## src/verilog/bsw_pkg.sv

```systemverilog
// constants of the four-channel bus switch control logic
// assumes a 20 MHz system clock and a two-wire upstream serial bus
package bsw_pkg;
    localparam int unsigned CLK_HZ         = 20000000;
    localparam int unsigned RESET_LOW_MIN_WIDTH_NS = 6;
    localparam int unsigned RESET_RELEASE_MAX_NS   = 500;
    localparam int unsigned HOLD_MIN_NS    = 300;
    // least hold time, rounded up to whole cycles
    localparam int unsigned HOLD_CYC =
        (HOLD_MIN_NS * (CLK_HZ / 1000000) + 999) / 1000;
    localparam logic [4:0] ADDR_FIXED      = 5'h0e;
    localparam int unsigned NUM_CHAN       = 4;
    localparam logic [7:0] SELECT_RESET    = 8'h00;
    typedef enum logic [2:0] {
        BSW_IDLE,
        BSW_ADDR,
        BSW_ACK,
        BSW_WRITE,
        BSW_READ,
        BSW_RACK,
        BSW_SKIP
    } bsw_state_t;
endpackage

```

## src/verilog/bsw_switch_ctrl.sv

```systemverilog
// control logic of a four-channel two-wire bus switch
// assumes clk at 20 MHz; scl, sda and straps are asynchronous pins
`timescale 1ns/100ps
`default_nettype none
module bsw_switch_ctrl #(
    parameter int unsigned HOLD_CYCLES = bsw_pkg::HOLD_CYC // hold window
) (
    input  wire logic       clk,
    input  wire logic       rstn,
    input  wire logic       scl_in,
    input  wire logic       sda_in,
    input  wire logic       addr_strap_bit_zero,
    input  wire logic       addr_strap_bit_one,
    input  wire logic       addr_strap_bit_two,
    output logic            sda_out,
    output logic            sda_oe_n,
    output logic [3:0]      channel_enable,
    output logic [7:0]      channel_select
);
    // two-stage synchronisers for the scl, sda and strap pins; rstn has none
    logic [1:0] scl_meta;         // first stage, read by second only
    logic [1:0] sda_meta;
    logic [2:0] strap_meta;
    logic       scl_s;            // synchronised clock line
    logic       sda_s;            // synchronised data line
    logic [2:0] strap_s;          // synchronised straps
    logic       scl_d;            // delayed for edge finding
    logic       sda_d;
    bsw_pkg::bsw_state_t state;   // protocol state
    logic [3:0] bitcnt;           // bit position within byte
    logic [7:0] shift;            // shift register
    logic [7:0] pend;             // written value awaiting stop
    logic       pend_valid;       // a write waits for stop
    logic       drive_low;        // wanted level on data line
    logic [4:0] hold_cnt;         // hold counter after clock fall
    logic       sda_out_q;

    // the hold counter is five bits wide and must run at least once
    if (HOLD_CYCLES < 1 || HOLD_CYCLES > 31) begin : g_hold_range
        $error("hold window does not fit the counter");
    end

    // pin synchronisers
    always_ff @(posedge clk or negedge rstn) begin
        if (!rstn) begin
            scl_meta   <= 2'h3;
            sda_meta   <= 2'h3;
            strap_meta <= 3'h0;
            strap_s    <= 3'h0;
        end else begin
            scl_meta   <= {scl_meta[0], scl_in};
            sda_meta   <= {sda_meta[0], sda_in};
            strap_meta <= {addr_strap_bit_two, addr_strap_bit_one,
                           addr_strap_bit_zero};
            strap_s    <= strap_meta;
        end
    end
    // only the second stages feed the protocol logic
    assign scl_s = scl_meta[1];
    assign sda_s = sda_meta[1];

    // edge and condition detection
    wire scl_rise  = scl_s & ~scl_d;
    wire scl_fall  = ~scl_s & scl_d;
    wire start_det = scl_s & scl_d & sda_d & ~sda_s;
    wire stop_det  = scl_s & scl_d & ~sda_d & sda_s;
    wire [7:0] next_shift = {shift[6:0], sda_s};
    // address match: fixed upper bits plus straps
    // compared once all eight bits sit in the shift register
    wire addr_hit = (shift[7:1] == {bsw_pkg::ADDR_FIXED[3:0],
                     strap_s});
    wire hold_done = (hold_cnt == 5'h00);

    // delayed copies of the lines
    always_ff @(posedge clk or negedge rstn) begin
        if (!rstn) begin
            scl_d <= 1'b1;
            sda_d <= 1'b1;
        end else begin
            scl_d <= scl_s;
            sda_d <= sda_s;
        end
    end

    // protocol state machine; reset clears it and deselects
    always_ff @(posedge clk or negedge rstn) begin
        if (!rstn) begin
            state      <= bsw_pkg::BSW_IDLE;
            bitcnt     <= 4'h0;
            shift      <= 8'h00;
            pend       <= bsw_pkg::SELECT_RESET;
            pend_valid <= 1'b0;
            drive_low  <= 1'b0;
        end else if (start_det) begin
            // start or repeated start always begins an address
            state     <= bsw_pkg::BSW_ADDR;
            bitcnt    <= 4'h0;
            drive_low <= 1'b0;
        end else if (stop_det) begin
            state     <= bsw_pkg::BSW_IDLE;
            drive_low <= 1'b0;
            pend_valid <= 1'b0;
        end else begin
            case (state)
                bsw_pkg::BSW_ADDR: begin
                    // one address bit in on each rising clock
                    if (scl_rise) begin
                        shift  <= next_shift;
                        bitcnt <= bitcnt + 4'h1;
                    end else if (scl_fall && bitcnt == 4'h8) begin
                        // eight bits in: ack only on a match
                        bitcnt <= 4'h0;
                        if (addr_hit) begin
                            drive_low <= 1'b1; // ack
                            state     <= bsw_pkg::BSW_ACK;
                        end else begin
                            state <= bsw_pkg::BSW_SKIP;
                        end
                    end
                end
                bsw_pkg::BSW_ACK: begin
                    // ack clock ends: pick direction from last bit
                    if (scl_fall) begin
                        if (shift[0]) begin
                            state     <= bsw_pkg::BSW_READ;
                            shift     <= channel_select;
                            drive_low <= ~channel_select[7];
                        end else begin
                            state     <= bsw_pkg::BSW_WRITE;
                            drive_low <= 1'b0;
                        end
                    end
                end
                bsw_pkg::BSW_WRITE: begin
                    if (scl_rise) begin
                        shift  <= next_shift;
                        bitcnt <= bitcnt + 4'h1;
                    end else if (scl_fall && bitcnt == 4'h8) begin
                        // each full byte replaces the pending one
                        pend       <= shift;
                        pend_valid <= 1'b1;
                        drive_low  <= 1'b1;
                        bitcnt     <= 4'h0;
                        state      <= bsw_pkg::BSW_ACK;
                        shift      <= 8'h00;        // keep write path
                    end
                end
                bsw_pkg::BSW_READ: begin
                    // shift out on each fall, ack slot after eight
                    if (scl_fall) begin
                        if (bitcnt == 4'h7) begin
                            drive_low <= 1'b0;
                            bitcnt    <= 4'h0;
                            state     <= bsw_pkg::BSW_RACK;
                        end else begin
                            drive_low <= ~shift[6];
                            shift     <= {shift[6:0], 1'b0};
                            bitcnt    <= bitcnt + 4'h1;
                        end
                    end
                end
                bsw_pkg::BSW_RACK: begin
                    // controller ack on rise: send register again
                    if (scl_rise) begin
                        state <= sda_s ? bsw_pkg::BSW_SKIP
                                       : bsw_pkg::BSW_RACK;
                        shift <= channel_select;
                    end else if (scl_fall) begin
                        state     <= bsw_pkg::BSW_READ;
                        drive_low <= ~channel_select[7];
                    end
                end
                bsw_pkg::BSW_IDLE, bsw_pkg::BSW_SKIP: begin
                    drive_low <= 1'b0;
                end
                default: begin
                    state     <= bsw_pkg::BSW_IDLE;
                    drive_low <= 1'b0;
                end
            endcase
        end
    end

    // register updates only at stop, keeping the last byte
    always_ff @(posedge clk or negedge rstn) begin
        if (!rstn) begin
            channel_select <= bsw_pkg::SELECT_RESET;
            channel_enable <= 4'h0;
        end else if (stop_det && pend_valid) begin
            channel_select <= pend;
            channel_enable <= pend[3:0];
        end
    end

    // hold the data line for a while after each clock fall
    always_ff @(posedge clk or negedge rstn) begin
        if (!rstn) begin
            hold_cnt  <= 5'h00;
            sda_out_q <= 1'b1;
        end else if (scl_fall) begin
            // every clock fall restarts the hold window
            hold_cnt <= 5'(HOLD_CYCLES);
        end else if (!hold_done) begin
            // count the window down; the line keeps its level
            hold_cnt <= hold_cnt - 5'h01;
        end else begin
            // window over: follow the wanted level
            sda_out_q <= ~drive_low;
        end
    end

    // open-drain style output: enable low while pulling low
    always_ff @(posedge clk or negedge rstn) begin
        if (!rstn) begin
            sda_out  <= 1'b1;
            sda_oe_n <= 1'b1;
        end else begin
            sda_out  <= 1'b0;
            sda_oe_n <= sda_out_q;
        end
    end
endmodule // bsw_switch_ctrl
`default_nettype wire

```

## config.mk

```make
export PLATFORM = sky130hd
export DESIGN_NAME = bsw_switch_ctrl
export DESIGN_NICKNAME = d
export VERILOG_FILES = /design/src/verilog/bsw_pkg.sv /design/src/verilog/bsw_switch_ctrl.sv
export SDC_FILE = /design/constraint.sdc
export NUM_CORES = 1
export LEC_CHECK = 0
export BUFFER_PORTS_ARGS = -buffer_cell sky130_fd_sc_hd__buf_4
export CAP_MARGIN = 20
export CORE_ASPECT_RATIO = 1.2
export CORE_MARGIN = 4
export CORE_UTILIZATION = 59
export DETAILED_ROUTE_END_ITERATION = 7
export PLACE_DENSITY_LB_ADDON = 0.08
export SYNTH_ARGS = -nofsm -noshare
export SYNTH_HDL_FRONTEND = slang
export SYNTH_SLANG_ARGS = --single-unit
```

## constraint.sdc

```tcl
create_clock -name clk -period 2.9 [get_ports clk]
set_clock_uncertainty 0.05 [all_clocks]
set_input_delay 0.29 -clock clk [delete_from_list [all_inputs] [get_ports clk]]
set_output_delay 0.29 -clock clk [all_outputs]
set_load 0.01 [all_outputs]
```

---- Word level (Yosys, flattened, before mapping) ----
Index checks and enable logic that the tools add are counted.
word-level totals
  flip-flop bits (word level) ............. 57
  word-level logic and storage cells ...... 139
  output and inout bits ................... 14
  bits of input ports ..................... 7
operators by class
  $add $sub $neg .......................... 2
  reductions and logical operators ........ 18
  equality and inequality tests ........... 33
  bitwise operators ....................... 18
  mux-type cells .......................... 49
operator list
  cell                  count
  $mux W8               8
  $ne A4 B4 Y1 const B  10
  $pmux W8 S5           1
  $mux W3               13
  $reduce_and A9 Y1     3
  $mux W4               6
  $pmux W3 S6           1
  $ne A2 B2 Y1 const B  8
  $mux W1               15
  $not A1 Y1            11
  $mux W5               2
  $reduce_and A10 Y1    1
  $eq A3 B3 Y1 const B  3
  $ne A3 B3 Y1 const B  3
  $pmux W4 S2           1
  $reduce_and A4 Y1     2
  $and A1 B1 Y1         7
  $eq A7 B7 Y1          1
  $eq A3 B2 Y1 const B  2
  $logic_not A5 Y1      1
  $ne A5 B5 Y1 const B  1
  $pmux W1 S5           1
  $reduce_and A5 Y1     1
  $reduce_bool A5 Y1    1
  14 further kinds      17

---- Depth between registers and ports, before layout ----
Gate-level depths: netlist (run 1).
  depth after elaboration ................. 8
  depth in mapped cells ................... 7
  mapped depth without buffers ............ 7

---- Least setup slack after synthesis (run 1) ----
No wires, ideal clock.
  kind .................................... flip-flop to flip-flop
  start ................................... reg scl_meta[1]
  end ..................................... reg shift[1]
  clock period less this slack ............ 2.026 ns
  path slack .............................. 0.874 ns
  library setup time ...................... 0.128 ns
  cell stages (with the launch flop) ...... 7
  path buffers ............................ 0
  data arrival time ....................... 1.848 ns
  required time ........................... 2.722 ns
  path through ............................ dfstp_2 -> ha_1 -> nor2b_4 -> o31ai_2 -> nand4_1 -> nor2_2 -> mux2_1
between the ends
  cells in the longest elaborated chain, start to end .. 5
  elaborated cells on any way between the ends .. 19
  those cells by class .................... eq/ne (5); mux (2); bitwise (10); reduce/logical (2)
ends and longest elaborated chain
  what                                                         line                                                                 source
  start: declaration                                           bsw_switch_ctrl.sv:21                                                logic [1:0] scl_meta;
  start signal: assignment                                     bsw_switch_ctrl.sv:51                                                scl_meta <= {scl_meta[0], scl_in};
  $not A1 Y1 / $and A1 B1 Y1 (equally long branches)           bsw_switch_ctrl.sv:64, bsw_switch_ctrl.sv:65, bsw_switch_ctrl.sv:66
  $and A1 B1 Y1, on equally long branches                      bsw_switch_ctrl.sv:64, bsw_switch_ctrl.sv:65, bsw_switch_ctrl.sv:66
  $logic_and A1 B1 Y1, or another cell as far along            bsw_switch_ctrl.sv:138                                               end else if (scl_fall && bitcnt == 4'h8) begin
  $ne A3 B3 Y1 (no line) / $not A1 Y1 (equally long branches)  --
  $reduce_and A10 Y1 (no line)                                 --
  end signal: assignment                                       bsw_switch_ctrl.sv:136                                               shift <= next_shift;
  end signal: assignment                                       bsw_switch_ctrl.sv:157                                               shift <= {shift[6:0], 1'b0};
  end signal: assignment                                       bsw_switch_ctrl.sv:167                                               shift <= channel_select;
  end: declaration                                             bsw_switch_ctrl.sv:31                                                logic [7:0] shift;
Parallel ways exist; a longest one is shown, timed or not.
A chain may end at the register's enable or synchronous reset.

---- Worst setup path in the final report (run 1) ----
  start ................................... reg scl_d
  end ..................................... reg shift[2]
between the ends
  cells in the longest elaborated chain, start to end .. 5
  elaborated cells on any way between the ends .. 19
  those cells by class .................... eq/ne (5); mux (2); bitwise (10); reduce/logical (2)
ends and longest elaborated chain
  what                                                  line                                          source
  start: declaration                                    bsw_switch_ctrl.sv:27                         logic scl_d;
  start signal: assignment                              bsw_switch_ctrl.sv:80                         scl_d <= scl_s;
  $and A1 B1 Y1                                         bsw_switch_ctrl.sv:65, bsw_switch_ctrl.sv:66
  $and A1 B1 Y1, on equally long branches (2 in a row)  bsw_switch_ctrl.sv:66, bsw_switch_ctrl.sv:65
  $not A1 Y1 (no line)                                  --
  $reduce_and A10 Y1 (no line)                          --
  end signal: assignment                                bsw_switch_ctrl.sv:108                        shift <= next_shift;
  end signal: assignment                                bsw_switch_ctrl.sv:126                        shift <= channel_select;
  end signal: assignment                                bsw_switch_ctrl.sv:136
Parallel ways exist; a longest one is shown, timed or not.

==> summary.md, run 1 <==
| Metric | Value |
|---|---|
| Fin util | 68.03% |
| Main area contributors after synthesis | dfrtp_1, dfstp_2, mux2_2 |
| Worst Setup End Kind | flip-flop |
| Number of nets in the synthesized netlist | 240 |
| Capture instance of the worst register-to-register path | shift[2]$_DFFE_PN0P_ |
| Min setup slack post-route | 0.4031 ns |
| Max rail drop VDD | 0.4222 mV |
| Floorplan die height | 80.90 um |
| GRT Overall Usage | 20.91% |
| Share of flip-flops with an asynchronous set or reset | 100.0% |
| Top-Level Pins | 21 |
| Number of warnings reported in the yosys synthesis log | 0 |
| Power density of the placed cells | 685.1 mW/mm2 |
| Total instance count after detailed placement | 292 |
| Post-Syn Instances | 225 |
| Unrepaired setup endpoints after global routing | no |
| CTS tree | done |
| Antenna violations before repair | 0 |
| Routed wire length | 4933 um |
| Cell area after technology mapping | 0.002613 mm2 |
| Critical path's largest stage delay | 0.55 ns |
| Post-layout net count | 259 |
| Proportion of layout cells with a drive suffix above 1 | 26.94% |
| Vias in the first global route | 1901 |
| Area of the core | 0.004262 mm2 |
| Basic-gate share of the synthesized area counting and, or, nand and nor cells | 14.08% |
| Detailed-router iteration count before antenna repair | 5 |
| # port buffers | 20 |
| Slew Limit Headroom | 57.37% |
| Vias | 1784 |
| Hold violation total from the final report | 0 |
| CTS Hold Bufs | 1 |
| Final estimated routing congestion in global placement | 0.8890 |
| Dominant combinational cell family by area after synthesis | simple AND/OR/NAND/NOR gates |
| Max-cap violation count | 0 |
| Cell chain of the critical path | ha_1, nand4b_1, nand2_1, nand4_1, nor2_2, mux2_1 |
| Family with the most delay on the worst path | simple AND/OR/NAND/NOR gates |
| Beginning of the worst hold path | addr_strap_bit_two |
| Number of sinks on the clock net | 53 |
| Wire length per cell | 16.39 um |
| Antenna diode count | 0 |
| Growth of design area from synthesis to finish | 10.97% |
| Final critical-path share of the clock period | 86.10% |
| Effective utilization at floorplan | 61.30% |
| Total leakage power | 1.354 nW |
| CP Max Fanout | 13 |
| CTS Buffer Depth | 2 |
| CTS resizes | 0 |
| Final setup viols | 0 |
| Global-route congestion overflow total | 0 |
| Critical Path Start Type | flip-flop |
| Detailed Place HPWL | 3522 um |
| Slowest library cell on the worst path | dfstp_2 |
| Worst reg2reg path depth | 6 |
| Number of fill cells | 323 |
| Overall die width | 68.75 um |
| Placement-stage cell area | 0.002769 mm2 |
| Total of flip-flops plus latches after synthesis | 53 |
| Final total negative setup slack | 0 ns |
| Outcome | completed |
| Remaining design rule violation count | 0 |
| Avg Vias per Cell | 5.927 |
| Number of enable flip-flop cells after synthesis | 0 |
| Post-route standard cell area excluding fillers | 0.002899 mm2 |
| CTS clock-pin slew for the worst setup and hold paths | 0.09 ns |
| First-pass GRT wire length | 8735 um |
| Final count of pins violating max slew | 0 |
| Post-route ant nets | 0 |
| Fraction of the mapped netlist area in compound gates | 13.41% |
| Top achievable clock speed | 400.5 MHz |
| Buf+Inv Stages, Crit Path | 0 |
| Synth area leader | dfrtp_1 |
| Synthesized-area fraction occupied by xor and xnor cells | 1.341% |
| Post-CTS setup buffer count | 0 |
| Worst Setup Path Type | reg -> reg |
| Arrival @ worst endpoint | 2.64 ns |
| Die footprint | 0.005561 mm2 |
| Most frequent cells after synthesis | dfrtp_1, mux2_2, nand2_1 |
| Average instance area after synthesis | 11.61 um2 |
| Setup slack of the worst register-to-register path | 0.40 ns |
| Root cell of the clock tree | clkbuf_8 |
| Slew at the pin with the worst max-slew slack | 0.6395 ns |
| Most numerous cell in the Yosys netlist | dfrtp_1 |
| Final cell count without fillers | 301 |
| Tmin final | 2.497 ns |
| Hold WC Path Type | in -> reg |
| Clock latency of the later-clocked register in the worst-skew pair | 0.30 ns |
| Sequential cell area fraction in the yosys report | 51.20% |
| Minimum setup slack after placement | 0.4293 ns |
| Area share of the largest cell type after synthesis | 42.15% |
| Flip-flop cell with the highest count after synthesis | dfrtp_1 |
| Min-Delay Endpoint | strap_meta[2]$_DFF_PN0_ |
| Count of standard-cell rows | 26 |
| Hold Crit Depth | 1 |
| Adder and majority gate portion of the synthesized area | 3.831% |
| WP data required | 3.04 ns |
| Number of buffers created by CTS | 5 |
| Multiplexer share of the synthesized area | 11.54% |
| Starting DRT DRC Count | 111 |
| Startpoint of the worst register-to-register path | scl_d$_DFF_PN1_ |
| Count of H-tree levels built during CTS | 2 |
| Pin count of the biggest net entering global routing | 54 |
| Number of distinct library cells after synthesis | 53 |
==> cell families (layout without fill, tap and decap cells) <==
| group | Yosys count | count (layout) |
|---|---|---|
| buffers and inverters | 23 | 43 |
| xor gates and xnor gates | 4 | 4 |
| and+or+nand+nor | 61 | 61 |
| muxes | 27 | 27 |
| adders and majority gates | 8 | 8 |
| AOI/OAI and AO/OA | 48 | 48 |
| DFF | 53 | 53 |
| other | 1 | 1 |
==> metrics by stage <==
step / total power, mW / hold slack (ns)
after floorplan: 1.355 / -0.05559
after global placement: 1.447 / 0.2845
after detailed placement: 1.476 / 0.2858
after CTS: 1.996 / 0.03093
after global routing: 2.120 / 0.01714
final: 1.986 / 0.03548
==> registers in the layout, summed over array words and instances (netlist names), 2 cells and up <==
name            count
bitcnt              4
channel_enable      3
channel_select      5
hold_cnt            5
pend                8
scl_meta            2
sda_meta            2
shift               8
state               3
strap_meta          3
strap_s             3
==> routing by layer <==
metal | vias up | GRT usage [%] | part of all wire [%]
met4 | 0 | 9.747 | 3.0
met5 | - | 0 | 0
met2 | 55 | 35.15 | 52
met1 | 875 | 24.98 | 41
li1 | 838 | - | -
met3 | 16 | 4.841 | 4.4
==> how the worst max path moves through the flow <==
| stage | endpoint | slack (ns) | startpoint | cells past startpoint |
|---|---|---|---|---|
| 5_1_grt | shift[2]$_DFFE_PN0P_ | 0.19 | scl_d$_DFF_PN1_ | 6 |
| 2_1_floorplan | shift[1]$_DFFE_PN0P_ | 0.87 | scl_meta[1]$_DFF_PN1_ | 6 |
| 3_3_place_gp | shift[4]$_DFFE_PN0P_ | 0.54 | scl_d$_DFF_PN1_ | 6 |
| 6_report | shift[2]$_DFFE_PN0P_ | 0.40 | scl_d$_DFF_PN1_ | 6 |
| 3_5_place_dp | shift[2]$_DFFE_PN0P_ | 0.43 | scl_d$_DFF_PN1_ | 6 |
| 4_1_cts | shift[2]$_DFFE_PN0P_ | 0.42 | scl_d$_DFF_PN1_ | 6 |
==> where the power goes <==
part | switching (mW) | total (mW) | internal (mW)
combinational | 0.280 | 0.511 | 0.231
clock | 0.236 | 0.517 | 0.281
sequential | 0.123 | 0.959 | 0.835
total | 0.639 | 1.99 | 1.35
==> worst reg2reg max path, cell delays in order (launching register included) <==
cell and delay (ns):
dfstp_2 0.55, ha_1 0.41, nand4b_1 0.36, nand2_1 0.14, nand4_1 0.16, nor2_2 0.34
mux2_1 0.37
==> placed cells by master, fill, tap and decap left out, types with 4 or more instances in the layout <==
cell       n
dfrtp_1   44
buf_4     20
mux2_2    17
nand2_1   14
inv_1     12
a21oi_1   10
dfstp_2    9
o21ai_0    8
nor2_1     8
a22o_1     8
mux2_1     8
ha_1       8
clkbuf_8   6
nand3_1    5
nand2b_1   5
nor2b_1    4
or3_1      4
==> cell type report <==
cell class	count	area [um2]	area share, %
multi-input combinational	149	1159	39.97
timing repair buffer	21	160.2	5.524
inverter	14	52.55	1.813
sequential	53	1338	46.14
clock buffer	6	82.58	2.849
clock inverter	2	37.54	1.295
tap	56	70.07	2.417
(Power assumes the default switching activity.)
==> run 2: changes to the inputs <==
Settings changed: CORE_UTILIZATION 59 to 53.
Clock period 2.9 ns to 2 ns, I/O delays scaled along.
==> summary.md, run 2 (synthesized netlist as in run 1, its figures left out) <==
| Metric | Value |
|---|---|
| Outcome | finished, violations left (was completed) |
| Failing checks | negative setup slack |
| Number of fill cells | 346 (was 323) |
| Arrival @ worst endpoint | 2.21 ns (was 2.64 ns) |
| Max rail drop VDD | 0.6173 mV (was 0.4222 mV) |
| CTS clock-pin slew for the worst setup and hold paths | 0.10 ns (was 0.09 ns) |
| Register cell area after layout | 0.001338 mm2 (unchanged) |
| Detailed-router iteration count before antenna repair | 4 (was 5) |
| Post-route ant nets | 0 (unchanged) |
| Vias | 1865 (was 1784) |
| Final critical-path share of the clock period | 104.1% (was 86.10%) |
| Unrepaired setup endpoints after global routing | yes (was no) |
| Crit path to | drive_low$_DFFE_PN0P_ (was shift[2]$_DFFE_PN0P_) |
| Placement-stage cell area | 0.002969 mm2 (was 0.002769 mm2) |
| Count of standard-cell rows | 27 (was 26) |
| Worst Setup End Kind | flip-flop (unchanged) |
| Antenna diode count | 0 (unchanged) |
| Total leakage power | 1.525 nW (was 1.354 nW) |
| Proportion of layout cells with a drive suffix above 1 | 38.49% (was 26.94%) |
| Overall die width | 72.09 um (was 68.75 um) |
| Met2 global-route usage | 29.74% (was 35.15%) |
| Effective utilization at floorplan | 55.64% (was 61.30%) |
| Final setup viols | 18 (was 0) |
| Number of sinks on the clock net | 53 (unchanged) |
| Origin of the worst setup path | scl_d$_DFF_PN1_ (unchanged) |
| Worst Setup Path Type | reg -> reg (unchanged) |
| Hold WC Path Type | reg -> reg (was in -> reg) |
| Routed wire length | 5163 um (was 4933 um) |
| Max-cap violation count | 0 (unchanged) |
| Antenna violations before repair | 0 (unchanged) |
| Commonest non-fill, non-tap cells in the layout | buf_4, dfrtp_1, mux2_4, nand2_1, inv_1 (was dfrtp_1, buf_4, mux2_2, nand2_1, inv_1) |
| Critical Path Start Type | flip-flop (unchanged) |
| Startpoint of the worst register-to-register path | scl_d$_DFF_PN1_ (unchanged) |
| Die footprint | 0.006121 mm2 (was 0.005561 mm2) |
| Capture instance of the worst register-to-register path | drive_low$_DFFE_PN0P_ (was shift[2]$_DFFE_PN0P_) |
| Number of buffers created by CTS | 5 (unchanged) |
| Beginning of the worst hold path | strap_meta[0]$_DFF_PN0_ (was addr_strap_bit_two) |
| Wire length per cell | 15.37 um (was 16.39 um) |
| GRT Overall Usage | 18.17% (was 20.91%) |
| Top-Level Pins | 21 (unchanged) |
| Footprint of the multi-input gates | 0.001264 mm2 (was 0.001159 mm2) |
| Floorplan die height | 84.91 um (was 80.90 um) |
| Critical path's largest stage delay | 0.58 ns (was 0.55 ns) |
| Peak-usage layer in the global routing report | met2 (unchanged) |
| Worst reg2reg path depth | 6 (unchanged) |
| Clock latency of the later-clocked register in the worst-skew pair | 0.31 ns (was 0.30 ns) |
| Global-route congestion overflow total | 0 (unchanged) |
| Slew Limit Headroom | 56.76% (was 57.37%) |
| First-pass GRT wire length | 8935 um (was 8735 um) |
| Worst Hold Margin | 0.3053 ns (was 0.03548 ns) |
| Avg Vias per Cell | 5.551 (was 5.927) |
| Remaining design rule violation count | 0 (unchanged) |
| Count of H-tree levels built during CTS | 2 (unchanged) |
| Registers with the highest flip-flop counts | pend x8, shift x8 (unchanged) |
| Post-layout net count | 292 (was 259) |
| Final estimated routing congestion in global placement | 0.8197 (was 0.8890) |
| Fin util | 70.00% (was 68.03%) |
| Min setup slack post-route | -0.08193 ns (was 0.4031 ns) |
| Starting DRT DRC Count | 96 (was 111) |
| Setup slack of the worst register-to-register path | -0.08 ns (was 0.40 ns) |
| Minimum setup slack after placement | -0.05085 ns (was 0.4293 ns) |
| Area of the core | 0.004696 mm2 (was 0.004262 mm2) |
| Cell chain of the critical path | ha_4, nand4b_1, o21ai_0, a21oi_1, o311ai_0, o41ai_1 (was ha_1, nand4b_1, nand2_1, nand4_1, nor2_2, mux2_1) |
| Root cell of the clock tree | clkbuf_8 (unchanged) |
| WP data required | 2.13 ns (was 3.04 ns) |
| Met3 capacity usage during global routing | 3.318% (was 4.841%) |
| Hold violation total from the final report | 0 (unchanged) |
| Final count of pins violating max slew | 0 (unchanged) |
| Vias in the first global route | 1929 (was 1901) |
| Post-route standard cell area excluding fillers | 0.003287 mm2 (was 0.002899 mm2) |
| Final total negative setup slack | -0.7334 ns (was 0 ns) |
| CTS Buffer Depth | 2 (unchanged) |
| CTS tree | done (unchanged) |
| # port buffers | 20 (unchanged) |
| Commonest non-fill, non-tap cell in the layout | buf_4 (was dfrtp_1) |
| Tmin final | 2.082 ns (was 2.497 ns) |
| Slowest library cell on the worst path | dfstp_2 (unchanged) |
| Growth of design area from synthesis to finish | 25.81% (was 10.97%) |
| Power density of the placed cells | 935.2 mW/mm2 (was 685.1 mW/mm2) |
| CP Max Fanout | 5 (was 13) |
| Pin count of the biggest net entering global routing | 54 (unchanged) |
| Detailed Place HPWL | 3482 um (was 3522 um) |
| Slew at the pin with the worst max-slew slack | 0.6486 ns (was 0.6395 ns) |
| GR met1 Demand/Resource | 24.46% (was 24.98%) |
| Top achievable clock speed | 480.3 MHz (was 400.5 MHz) |
==> run 2: power by group <==
group	leakage [nW]	internal, mW	total (mW)	switching (mW)
Combinational	0.786	0.495	0.975	0.480
Clock	0.0558	0.379	0.745	0.367
Sequential	0.683	1.21	1.35	0.142
==> run 2: how the worst min path moves through the flow <==
| stage | cells past startpoint | end | slack, ns |
|---|---|---|---|
| 6_report | 0 | strap_s[0]$_DFF_PN0_ | 0.31 |
| 5_1_grt | 0 | sda_meta[1]$_DFF_PN1_ | 0.32 |
| 4_1_cts | 0 | strap_s[0]$_DFF_PN0_ | 0.31 |
| 3_5_place_dp | 1 | bitcnt[2]$_DFFE_PN0P_ | 0.22 |
| 3_3_place_gp | 1 | bitcnt[3]$_DFFE_PN0P_ | 0.22 |
| 2_1_floorplan | 0 | bitcnt[0]$_DFFE_PN0P_ | -0.15 |
==> run 2: per-stage QoR <==
step	power (mW)	cells
2_1_floorplan	1.969	225
3_3_place_gp	2.236	318
3_5_place_dp	2.258	318
4_1_cts	3.059	334
5_1_grt	3.249	336
6_report	3.074	336
==> run 2: metal layers <==
metal / vias up / share of wire [%]
met3: 8 / 3.6
li1: 902 / -
met5: - / 0
met2: 39 / 48
met1: 916 / 47
met4: 0 / 1.4
==> run 2: worst max-delay path, delay by kind of cell, from the launching register on <==
kind            cells  cell delay, ns
flops               1            0.58
fa+ha+maj           1            0.14
compound gates      4            0.98
simple gates        1            0.23
==> run 2: cell type report <==
| class | count | share of cell area [%] |
|---|---|---|
| clock inverters | 2 | 1.180 |
| inverters | 14 | 1.599 |
| clock buffers | 6 | 2.208 |
| repair buffers | 54 | 13.67 |
| well taps | 58 | 2.208 |
| multi-input cells | 149 | 38.45 |
| flip-flops and latches | 53 | 40.69 |
==> run 2: what timing repair did <==
item | CTS | global route
pin swaps | 2 | 4
hold buffers | 6 | 0
setup endpoints to repair | 8 | 20
setup buffers | 2 | 2
resized for setup | 11 | 14
hold endpoints to repair | 49 | 0
